==> src/rtl/wwd_pkg.sv <==
// Constants shared by the windowed watchdog modules.
// Assumes a single peripheral bus clock domain.
package wwd_pkg;
  // ****************************************
  // Register map
  // ****************************************
  localparam logic [3:0] OFF_CONTROL = 4'h0;
  localparam logic [3:0] OFF_CONFIG = 4'h4;
  localparam logic [3:0] OFF_STATUS = 4'h8;
  localparam int START_BIT = 7;
  localparam int EARLY_WAKE_IRQ_ENABLE_BIT = 9;
  localparam int DIV_LSB = 7;
  localparam int FLAG_BIT = 0;
  localparam logic [6:0] COUNT_RESET = 7'h7f;
  localparam logic [6:0] WINDOW_RESET = 7'h7f;
  // ****************************************
  // Counter thresholds and time base
  // ****************************************
  localparam logic [6:0] COUNT_TRIP = 7'h40;
  localparam logic [6:0] COUNT_WARN = 7'h41;
  localparam int FIXED_DIV = 4096;
  localparam int MAX_DIV_SEL = 3;
  typedef enum logic [1:0] {
    WWD_SEL_NONE = 2'b00,
    WWD_SEL_CONTROL = 2'b01,
    WWD_SEL_CONFIG = 2'b10,
    WWD_SEL_STATUS = 2'b11
  } wwd_sel_t;
endpackage

==> src/rtl/wwd_tb_if.sv <==
// Link between the watchdog register block and its time-base divider.
// Assumes both ends share one clock.
interface wwd_tb_if;
  logic run;
  logic [1:0] div_sel;
  logic tick;
  modport ctrl (output run, output div_sel, input tick);
  modport base (input run, input div_sel, output tick);
endinterface

==> src/rtl/wwd_time_base.sv <==
// Time-base divider: bus clock / fixed divider / 2**div_sel, one-cycle tick.
// Assumes run and div_sel are synchronous to clk.
module wwd_time_base #(
  parameter int FIXED_DIV = wwd_pkg::FIXED_DIV
) (
  input wire logic clk,
  input wire logic rst_n,
  wwd_tb_if.base tb
);
  localparam int CW = $clog2(FIXED_DIV) + wwd_pkg::MAX_DIV_SEL + 1;
  localparam logic [CW-1:0] BASE_LAST = CW'(FIXED_DIV - 1);

  typedef struct packed {
    logic [CW-1:0] count;
    logic tick;
  } wwd_tb_state_t;

  wwd_tb_state_t s;
  wwd_tb_state_t next_s;
  logic [CW-1:0] last;

  // The divider holds its phase while stopped so a debug halt does not
  // shorten the interval in progress.
  always_comb begin
    last = CW'(((BASE_LAST + CW'(1)) << tb.div_sel) - CW'(1));
    next_s = s;
    next_s.tick = 1'b0;
    if (tb.run) begin
      if (s.count >= last) begin
        next_s.count = '0;
        next_s.tick = 1'b1;
      end else begin
        next_s.count = s.count + CW'(1);
      end
    end
  end

  always_ff @(posedge clk or negedge rst_n) begin
    if (!rst_n) begin
      s <= '0;
    end else begin
      s <= next_s;
    end
  end

  assign tb.tick = s.tick;
endmodule // wwd_time_base

==> src/rtl/wwd_watchdog.sv <==
// Windowed watchdog: 7-bit down counter, window check, early-wake flag.
// Assumes a peripheral bus slave port with byte strobes, one clock domain,
// and a system reset controller that pulls rst_n after wdg_reset_req.

// Functional notes
// - While enabled, counter stepping from 0x40 to 0x3F requests system reset.
// - While enabled, writing the counter while its value is above the window requests system reset.
// - Early-wake flag sets at count 0x40 and on a too-early refresh.
// - Interrupt asserts only when early-wake flag and its enable are set.
// - Writing zero to the status flag clears it and drops the interrupt.
// - Start bit 7 resets to zero, only software sets it, zero writes ignored.
// - Enabled counter decrements at bus clock / 4096 / 2**divider.
// - Two-bit divider code selects extra division by 1, 2, 4 or 8.
// - Timeout equals lower six counter bits plus one time-base periods.
// - Seven-bit window in configuration bits 6:0 limits refresh writes.
// - With freeze set, counting stops while the core is halted in debug.
// - Control and configuration accept 16-bit and 32-bit accesses.
// - Early-wake enable sits at configuration bit 9 and is set-only.
// - Control and configuration reset to 0x7F in low bits, rest zero.
// - Early-wake flag sets even with its interrupt enable clear.
// - Early-wake flag is status bit 0 at offset 0x08, rest read zero.
module wwd_watchdog #(
  parameter int FIXED_DIV = wwd_pkg::FIXED_DIV
) (
  input wire logic clk,
  input wire logic rst_n,
  input wire logic psel,
  input wire logic penable,
  input wire logic pwrite,
  input wire logic [3:0] paddr,
  input wire logic [31:0] pwdata,
  input wire logic [3:0] pstrb,
  output logic pready,
  output logic [31:0] prdata,
  output logic pslverr,
  input wire logic debug_halted,
  input wire logic debug_halt_freeze,
  output logic wdg_reset_req,
  output logic early_wake_interrupt
);
  // ****************************************
  // State
  // ****************************************
  typedef struct packed {
    logic watchdog_start_bit;
    logic [6:0] down_counter_value;
    logic [6:0] window_limit;
    logic [1:0] time_base_divider;
    logic early_wake_irq_enable;
    logic early_wake_flag;
    logic reset_req;
    logic irq;
    logic ready;
    logic [31:0] rdata;
    logic slverr;
  } wwd_state_t;

  wwd_state_t s;
  wwd_state_t next_s;
  wwd_tb_if tb ();

  wwd_time_base #(.FIXED_DIV(FIXED_DIV)) u_time_base (
    .clk(clk),
    .rst_n(rst_n),
    .tb(tb)
  );

  function automatic wwd_pkg::wwd_sel_t decode(input logic [3:0] addr);
    unique case (addr)
      wwd_pkg::OFF_CONTROL: decode = wwd_pkg::WWD_SEL_CONTROL;
      wwd_pkg::OFF_CONFIG: decode = wwd_pkg::WWD_SEL_CONFIG;
      wwd_pkg::OFF_STATUS: decode = wwd_pkg::WWD_SEL_STATUS;
      default: decode = wwd_pkg::WWD_SEL_NONE;
    endcase
  endfunction

  assign tb.run = s.watchdog_start_bit & ~(debug_halted & debug_halt_freeze);
  assign tb.div_sel = s.time_base_divider;

  // ****************************************
  // Next-state logic
  // ****************************************
  logic setup;
  logic wr;
  wwd_pkg::wwd_sel_t sel;
  logic refresh;
  logic early_refresh;
  logic step;

  always_comb begin
    setup = psel & ~penable;
    wr = psel & penable & pwrite & s.ready;
    sel = decode(paddr);
    refresh = wr && sel == wwd_pkg::WWD_SEL_CONTROL && pstrb[0];
    early_refresh = refresh && s.watchdog_start_bit &&
      s.down_counter_value > s.window_limit;
    // Gating on run as well stops the count in the very first frozen cycle; a tick
    // caught there is lost, which only stretches the interval under a debugger.
    step = tb.run && tb.tick && !refresh;
    next_s = s;
    next_s.reset_req = 1'b0;
    // A tick in the same cycle as a refresh is dropped: the refresh wins.
    if (step) begin
      next_s.down_counter_value = s.down_counter_value - 7'd1;
    end
    if (refresh) begin
      next_s.down_counter_value = pwdata[6:0];
      if (pwdata[wwd_pkg::START_BIT]) begin
        next_s.watchdog_start_bit = 1'b1;
      end
    end
    if (wr && sel == wwd_pkg::WWD_SEL_CONFIG) begin
      if (pstrb[0]) begin
        next_s.window_limit = pwdata[6:0];
        next_s.time_base_divider[0] = pwdata[wwd_pkg::DIV_LSB];
      end
      if (pstrb[1]) begin
        next_s.time_base_divider[1] = pwdata[wwd_pkg::DIV_LSB + 1];
        if (pwdata[wwd_pkg::EARLY_WAKE_IRQ_ENABLE_BIT]) begin
          next_s.early_wake_irq_enable = 1'b1;
        end
      end
    end
    // Clear first so that a same-cycle hardware set is not lost.
    if (wr && sel == wwd_pkg::WWD_SEL_STATUS && pstrb[0] && !pwdata[wwd_pkg::FLAG_BIT]) begin
      next_s.early_wake_flag = 1'b0;
    end
    if (step) begin
      if (s.down_counter_value == wwd_pkg::COUNT_WARN) begin
        next_s.early_wake_flag = 1'b1;
      end
      if (s.down_counter_value == wwd_pkg::COUNT_TRIP) begin
        next_s.reset_req = 1'b1;
      end
    end
    if (early_refresh) begin
      next_s.early_wake_flag = 1'b1;
      next_s.reset_req = 1'b1;
    end
    if (next_s.reset_req) begin
      next_s.watchdog_start_bit = 1'b0;
    end
    next_s.irq = next_s.early_wake_flag & next_s.early_wake_irq_enable;
    // Read data and ready are prepared in the setup phase so the access
    // phase completes with no wait state from registered outputs.
    next_s.ready = setup;
    next_s.slverr = setup && sel == wwd_pkg::WWD_SEL_NONE;
    next_s.rdata = '0;
    if (setup && !pwrite) begin
      unique case (sel)
        wwd_pkg::WWD_SEL_CONTROL: next_s.rdata = {24'h00_0000,
          s.watchdog_start_bit, s.down_counter_value};
        wwd_pkg::WWD_SEL_CONFIG: next_s.rdata = {22'h00_0000,
          s.early_wake_irq_enable, s.time_base_divider, s.window_limit};
        wwd_pkg::WWD_SEL_STATUS: next_s.rdata = {31'h0000_0000,
          s.early_wake_flag};
        wwd_pkg::WWD_SEL_NONE: next_s.rdata = '0;
      endcase
    end
  end

  always_ff @(posedge clk or negedge rst_n) begin
    if (!rst_n) begin
      s <= '0;
      s.down_counter_value <= wwd_pkg::COUNT_RESET;
      s.window_limit <= wwd_pkg::WINDOW_RESET;
    end else begin
      s <= next_s;
    end
  end

  assign pready = s.ready;
  assign prdata = s.rdata;
  assign pslverr = s.slverr;
  assign wdg_reset_req = s.reset_req;
  assign early_wake_interrupt = s.irq;
endmodule // wwd_watchdog

==> config.mk <==
export PLATFORM = sky130hd
export DESIGN_NAME = wwd_watchdog
export DESIGN_NICKNAME = d
export VERILOG_FILES = /design/src/rtl/wwd_pkg.sv /design/src/rtl/wwd_tb_if.sv /design/src/rtl/wwd_time_base.sv /design/src/rtl/wwd_watchdog.sv
export SDC_FILE = /design/constraint.sdc
export NUM_CORES = 1
export LEC_CHECK = 0
export ABC_AREA = 1
export CAP_MARGIN = 0
export CORE_AREA = 10 10 100 102
export DETAILED_ROUTE_END_ITERATION = 7
export DIE_AREA = 0 0 110 112
export DONT_BUFFER_PORTS = 1
export PLACE_DENSITY = 0.6
export SKIP_LAST_GASP = 1
export SYNTH_ARGS = -nofsm -noshare
export SYNTH_HDL_FRONTEND = slang
export SYNTH_SLANG_ARGS = --single-unit
==> constraint.sdc <==
create_clock -name clk -period 4.5 [get_ports clk]
set_clock_uncertainty 0.05 [all_clocks]
set_input_delay 0.675 -clock clk [delete_from_list [all_inputs] [get_ports clk]]
set_output_delay 0.675 -clock clk [all_outputs]
set_load 0.02 [all_outputs]
==> After elaboration in Yosys (flattened, before gate mapping) <==
Index checks and enable logic that the tools add are counted.
{ "totals": {"reg_bits": 72, "inputBits": 47, "wordCells": 77} }
{ "op_classes": {"n_addsub": 3, "n_lt_le_gt_ge": 2, "n_eq_ne": 7, "n_shift": 1, "muxes": 18, "bitwise_logic": 9, "reduce_logical": 23} }
{ "op_table": {"columns": ["cell", "n"], "rows": [
  ["one-hot mux 32 bit (4 select lines)", 1],
  ["two-way mux 32 bit", 1],
  ["adder 16 x 1 -> 16 bit (second input constant)", 1],
  ["greater-or-equal comparator 16 bit", 1],
  ["two-way mux 16 bit", 1],
  ["left shift 13 x 2 -> 16 bit (first input constant)", 1],
  ["subtractor 16 x 1 -> 16 bit (second input constant)", 1],
  ["== test 7 bit (second input constant)", 2],
  ["logical AND 1 bit", 12],
  ["two-way mux 1 bit", 10],
  ["two-way mux 8 bit", 1],
  ["AND 1 bit", 7],
  ["greater-than comparator 7 bit", 1],
  ["two-way mux 7 bit", 1],
  ["subtractor 7 x 1 -> 7 bit (second input constant)", 1],
  ["one-hot mux 2 bit (3 select lines)", 1],
  ["AND reduction 2 bit", 3],
  ["nonzero test 2 bit", 3],
  ["== test 2 bit (second input constant)", 2],
  ["== test 4 x 3 -> 1 bit (second input constant)", 1],
  ["== test 4 bit (second input constant)", 1],
  ["logical NOT 4 bit", 1],
  ["two-way mux 2 bit", 2],
  ["logical NOT 1 bit", 3],
  ["3 further kinds", 4]
]} }

==> Depth between registers and ports, before layout <==
{ "depth": {"word_depth": 12, "ltp_mapped": 11, "depth_no_buf": 11} }

==> Cells and area by module <==
Synthesis repeated with hierarchy kept, for this count alone.
{ "hier_totals": {"cells_unflattened": 388, "hier_area_um2": 3145.5} }
{ "modules_own_cells": {"columns": ["mod", "instances", "cells_per_inst", "area_per_inst_um2", "seq_area_each_um2"], "rows": [
  ["wwd_watchdog", 1, 242, 2069.5, 843.3],
  ["wwd_time_base", 1, 146, 1076.0, 425.4]
]} }

==> Worst setup path before layout <==
OpenSTA, ideal clock, no wires.
{ "synth_path": {"path_kind": "input-to-reg", "startpoint": "input port paddr[1]", "endpoint": "register s, in the netlist early_wake_interrupt", "setup_time_ps": 122, "arrival_time_ps": 1464, "required_time_ps": 4328, "slack_ps": 2864, "path_stages": 8, "path_buffers": 0, "path_cell_list": "nor2_4 nand2_1 nor2_1 nand2_1 nand3_1 nand2_1 nor2_1 nor2_1"} }
{ "synth_rtl": {"columns": ["item", "line", "text"], "rows": [
  ["start, declared", "wwd_watchdog.sv:30", "input wire logic [3:0] paddr,"],
  ["end signal, assigned", "wwd_watchdog.sv:168", "s <= next_s;"],
  ["end, declared", "wwd_watchdog.sv:58", "wwd_state_t s;"]
]} }

==> Final worst setup path <==
{ "layout_path": {"startpoint": "register s[54] (netlist name)", "endpoint": "register u_time_base.s[11] (netlist name)"} }
{ "layout_via": {"elab_chain_cells": 1} }
{ "layout_lines": {"columns": ["item", "line", "text"], "rows": [
  ["AND 1 bit", "wwd_watchdog.sv:77", "assign tb.run = s.watchdog_start_bit & ~(debug_halted & debug_halt_freeze);"],
  ["end signal, assigned", "wwd_time_base.sv:42", "s <= next_s;"],
  ["end, declared", "wwd_time_base.sv:18", "wwd_tb_state_t s;"]
]} }
No other way between the ends.
A chain may end at the register's enable or synchronous reset.

==> run_results.csv <==
group,metric,value,unit
setup_path,crit_chain,"nand2_1 -> inv_1 -> nand3_1 -> nor2_1 -> nand2_1 -> nand2_1 -> nand2_1 -> nand2_1 -> inv_1",
power,switching_power,240.0,uW
grt,grt_pass1_vias,2398,
setup_path,crit_type,"reg -> reg",
setup_path,r2r_end,"u_time_base.s[11]$_DFFE_PN0P_",
setup_path,setup.worst_path.end_class,"register",
logic_synthesis,netlist-cell-type-count,30,
grt,globalRouteMet1Util,14.19,%
clock_tree,post_cts_resized,0,
grt,antenna_found_initial,0,
floorplanning,coreArea,8051,sq um
final_layout,layout.nets,469,
timing,timing.fmax,482.5,MHz
clock_tree,cts_root_buffer,"sky130_fd_sc_hd__clkbuf_8",
floorplanning,die_w,110,um
grt,grt-busiest-layer,"met2",
clock_tree,cts_setup_buffers,0,
floorplanning,number_of_rows_in_the_core_area,33,
grt,grt_util_overall,11.66,%
detailed_routing,dr.first_iter.drc_count,96,
clock_tree,cts_made_buffers,5,
setup_path,crit_slowest_cell,"sky130_fd_sc_hd__inv_1",
setup_path,critPathMaxFanout,13,
floorplanning,top_ports,83,
detailed_routing,routed_wire_length_per_instance,13.64,um
setup_path,start_kind,"register",
floorplanning,chipHeight,112,um
job,drv.max_cap_violation_count,0,
timing,grt_setup_unrepaired,"false",
setup_path,cp-startpoint,"s[54]$_DFFE_PN0P_",
clock_tree,cts.sinks,50,
logic_synthesis,top_cell_type_s_share_of_synthesized_area,28.86,%
place,place.gp.congestion,0.8528,
final_layout,diodes,0,
power,combPwrFrac,9.3,%
final_layout,area.growth.synth_to_final,2.605,%
grt,global_route_met3_utilization,3.287,%
setup_path,worst_r2r_path_depth,9,
grt,grt_max_degree,29,
power,ir_worst_vdd,180.7,uV
power,part_of_the_total_power_dissipated_in_sequential_elements,57.5,%
logic_synthesis,netlist_top_cells_area,"sky130_fd_sc_hd__dfrtp_1 29%, sky130_fd_sc_hd__nand2_1 15%, sky130_fd_sc_hd__dfstp_2 12%",
power,leakagePower,1.649,nW
place,dp.final_hpwl,5.298,mm
clock_tree,cts_hold_buf,2,
logic_synthesis,synth-warning-count,0,
final_layout,layout-drive-gt1-share,9.046,%
grt,globalRouteMet2Util,19.49,%
timing,slew_headroom,60.85,%
clock_tree,clock_tree_from_tritoncts,"done",
logic_synthesis,synth_seq_cells,50,
clock_tree,worst_setup_hold_path_clk_slew,0.10,ns
grt,globalRoute.totalOverflow,0,
logic_synthesis,syn-mean-instance-area,7.577,sq um
setup_path,path_common_cell,"sky130_fd_sc_hd__nand2_1",
setup_path,arrival_time_of_the_worst_setup_path,2.23,ns
timing,fin_setup_tns,0,ns
setup_path,worstReg2RegStart,"s[54]$_DFFE_PN0P_",
timing,period_share,46.05,%
logic_synthesis,synthesis.area,3122,sq um
power,swShare,28.49,%
grt,grt_pass1_wl,11.78,mm
detailed_routing,dr_total_vias,2428,
clock_tree,htreeDepth,2,
timing,finalSetupViolCount,0,
logic_synthesis,netlist.top_cell.by_area,"sky130_fd_sc_hd__dfrtp_1",
power,relative_contribution_of_the_clock_network_to_total_power,33.2,%
timing,slew_viol_final,0,
timing,worst-slew-pin-transition,0.5858,ns
detailed_routing,firstDrtPassIters,4,
setup_path,rrSetupSlack,2.43,ns
setup_path,timing.critical_path.to,"u_time_base.s[11]$_DFFE_PN0P_",
detailed_routing,final_wirelength,7.013,mm
power,internal_power,602.4,uW
detailed_routing,route.detailed.vias_per_inst,4.724,
final_layout,fill_count,847,
logic_synthesis,gate_count_post_synth,412,
final_layout,post-route-util,39.78,%
setup_path,cp_data_required_time,4.66,ns
detailed_routing,route.detailed.drc,0,
logic_synthesis,synth_sequential_area_ratio,40.64,%
setup_path,cp_slowest_stage_delay,0.46,ns
detailed_routing,drt_antenna_net_count,0,
timing,finalCriticalPeriod,2.072,ns
status,run_status,"finished clean",
place,portBuffers,0,
clock_tree,clock_latency,0.31,ns
floorplanning,design.die.area,12320,sq um
clock_tree,cts.path.max_buffers,2,
timing,hold_viol,0,
worst_hold_path,hold_path_class,"in -> async",
floorplanning,initial_core_util,38.77,%
power,power-per-cell-area,263.0,nW/um^2
[layer usage]
metal	vias up	wire, um
li1	1238	-
met1	1128	3013
met2	56	3447
met3	6	466
met4	0	85
met5	-	0
[Yosys cell counts (all sizes together)]
| cell type | number |
|---|---|
| nor3 | 4 |
| xor2 | 8 |
| conb | 1 |
| nand3 | 25 |
| a21oi | 18 |
| a211oi | 1 |
| dfrtp | 36 |
| buf | 35 |
| nand2 | 124 |
| nor2 | 59 |
| or2 | 1 |
| inv | 44 |
| nand3b | 1 |
| nand4 | 10 |
| dfstp | 14 |
| ha | 14 |
| xnor2 | 1 |
| a21boi | 1 |
| o211ai | 3 |
| o21ai | 7 |
| o21bai | 5 |
[power groups by stage]
stage	clock network [mW]	logic (mW)	registers [mW]
6_report	0.280	0.0786	0.484
5_1_grt	0.310	0.0905	0.487
4_1_cts	0.289	0.0767	0.484
3_5_place_dp	0	0.0683	0.492
3_3_place_gp	0	0.0658	0.491
2_1_floorplan	0	0.0754	0.487
[cell usage in the layout, fill, tap and decap left out, drive strengths merged]
master | synthesis | final
o21bai | 5 | 5
nor2 | 59 | 59
o21ai | 7 | 7
nand2 | 124 | 124
nor3 | 4 | 4
nand3b | 1 | 1
xnor2 | 1 | 1
dlygate4sd3 | 0 | 2
clkinvlp | 0 | 1
conb | 1 | 22
dfrtp | 36 | 36
nand4 | 10 | 10
buf | 35 | 1
a211oi | 1 | 1
dfstp | 14 | 14
clkbuf | 0 | 5
nand3 | 25 | 25
a21boi | 1 | 1
or2 | 1 | 1
ha | 14 | 14
xor2 | 8 | 8
a21oi | 18 | 18
o211ai | 3 | 3
clkinv | 0 | 1
inv | 44 | 45
[critical path: cells and delay by family, from the launching register on]
family | cells | cell delay [ns]
DFF | 1 | 0.44
buffers and inverters | 2 | 0.49
and+or+nand+nor | 7 | 0.99
[logic make-up (layout without fill, tap and decap cells)]
logic type	after synthesis	in the layout	share of synthesized area, %
and+or+nand+nor	224	224	30.98
buffers and inverters	79	55	13.71
DFF	50	50	40.64
AOI/OAI and AO/OA	35	35	6.413
adders and majority gates	14	14	5.611
xor gates and xnor gates	9	9	2.525
other	1	22	0.1201
[through the flow]
| step | power [mW] | std cells | instance area (sq um) | hold WS, ns | setup slack [ns] |
|---|---|---|---|---|---|
| floorplan | 0.5621 | 433 | 3201 | 0.3294 | 2.864 |
| global placement | 0.5569 | 503 | 3069 | 0.3322 | 2.194 |
| detailed placement | 0.5605 | 503 | 3069 | 0.3324 | 2.126 |
| CTS | 0.8494 | 513 | 3193 | 0.0001888 | 2.376 |
| global route | 0.8874 | 514 | 3203 | 0.1132 | 2.135 |
| finish | 0.8424 | 514 | 3203 | 0.1203 | 2.428 |
[registers in the layout (all words and copies together), names as in the netlist]
signal                flops
u_time_base.s            16
early_wake_interrupt      1
prdata                   10
wdg_reset_req             1
pready                    1
tb.div_sel                2
pslverr                   1
s                        17
u_time_base.tb.tick       1
[cell type report]
class | instances | area [sq um] | share of cell area (%)
clock inverters | 3 | 25.02 | 0.7813
flip-flops and latches | 50 | 1269 | 39.61
multi-input cells | 304 | 1504 | 46.95
inverters | 44 | 165.2 | 5.156
clock buffers | 5 | 68.82 | 2.148
well taps | 105 | 131.4 | 4.102
repair buffers | 3 | 40.04 | 1.250
[how the worst min path moves through the flow]
stage | from | endpoint | slack (ns)
4_1_cts | rst_n | prdata[2]$_DFF_PN0_ | 0.0002
6_report | rst_n | u_time_base.s[8]$_DFFE_PN0P_ | 0.12
3_5_place_dp | rst_n | u_time_base.s[2]$_DFFE_PN0P_ | 0.33
5_1_grt | rst_n | u_time_base.tb.tick$_DFF_PN0_ | 0.11
2_1_floorplan | rst_n | early_wake_interrupt$_DFF_PN0_ | 0.33
3_3_place_gp | rst_n | u_time_base.s[1]$_DFFE_PN0P_ | 0.33
Note: power is estimated with default switching activity, not from simulation.
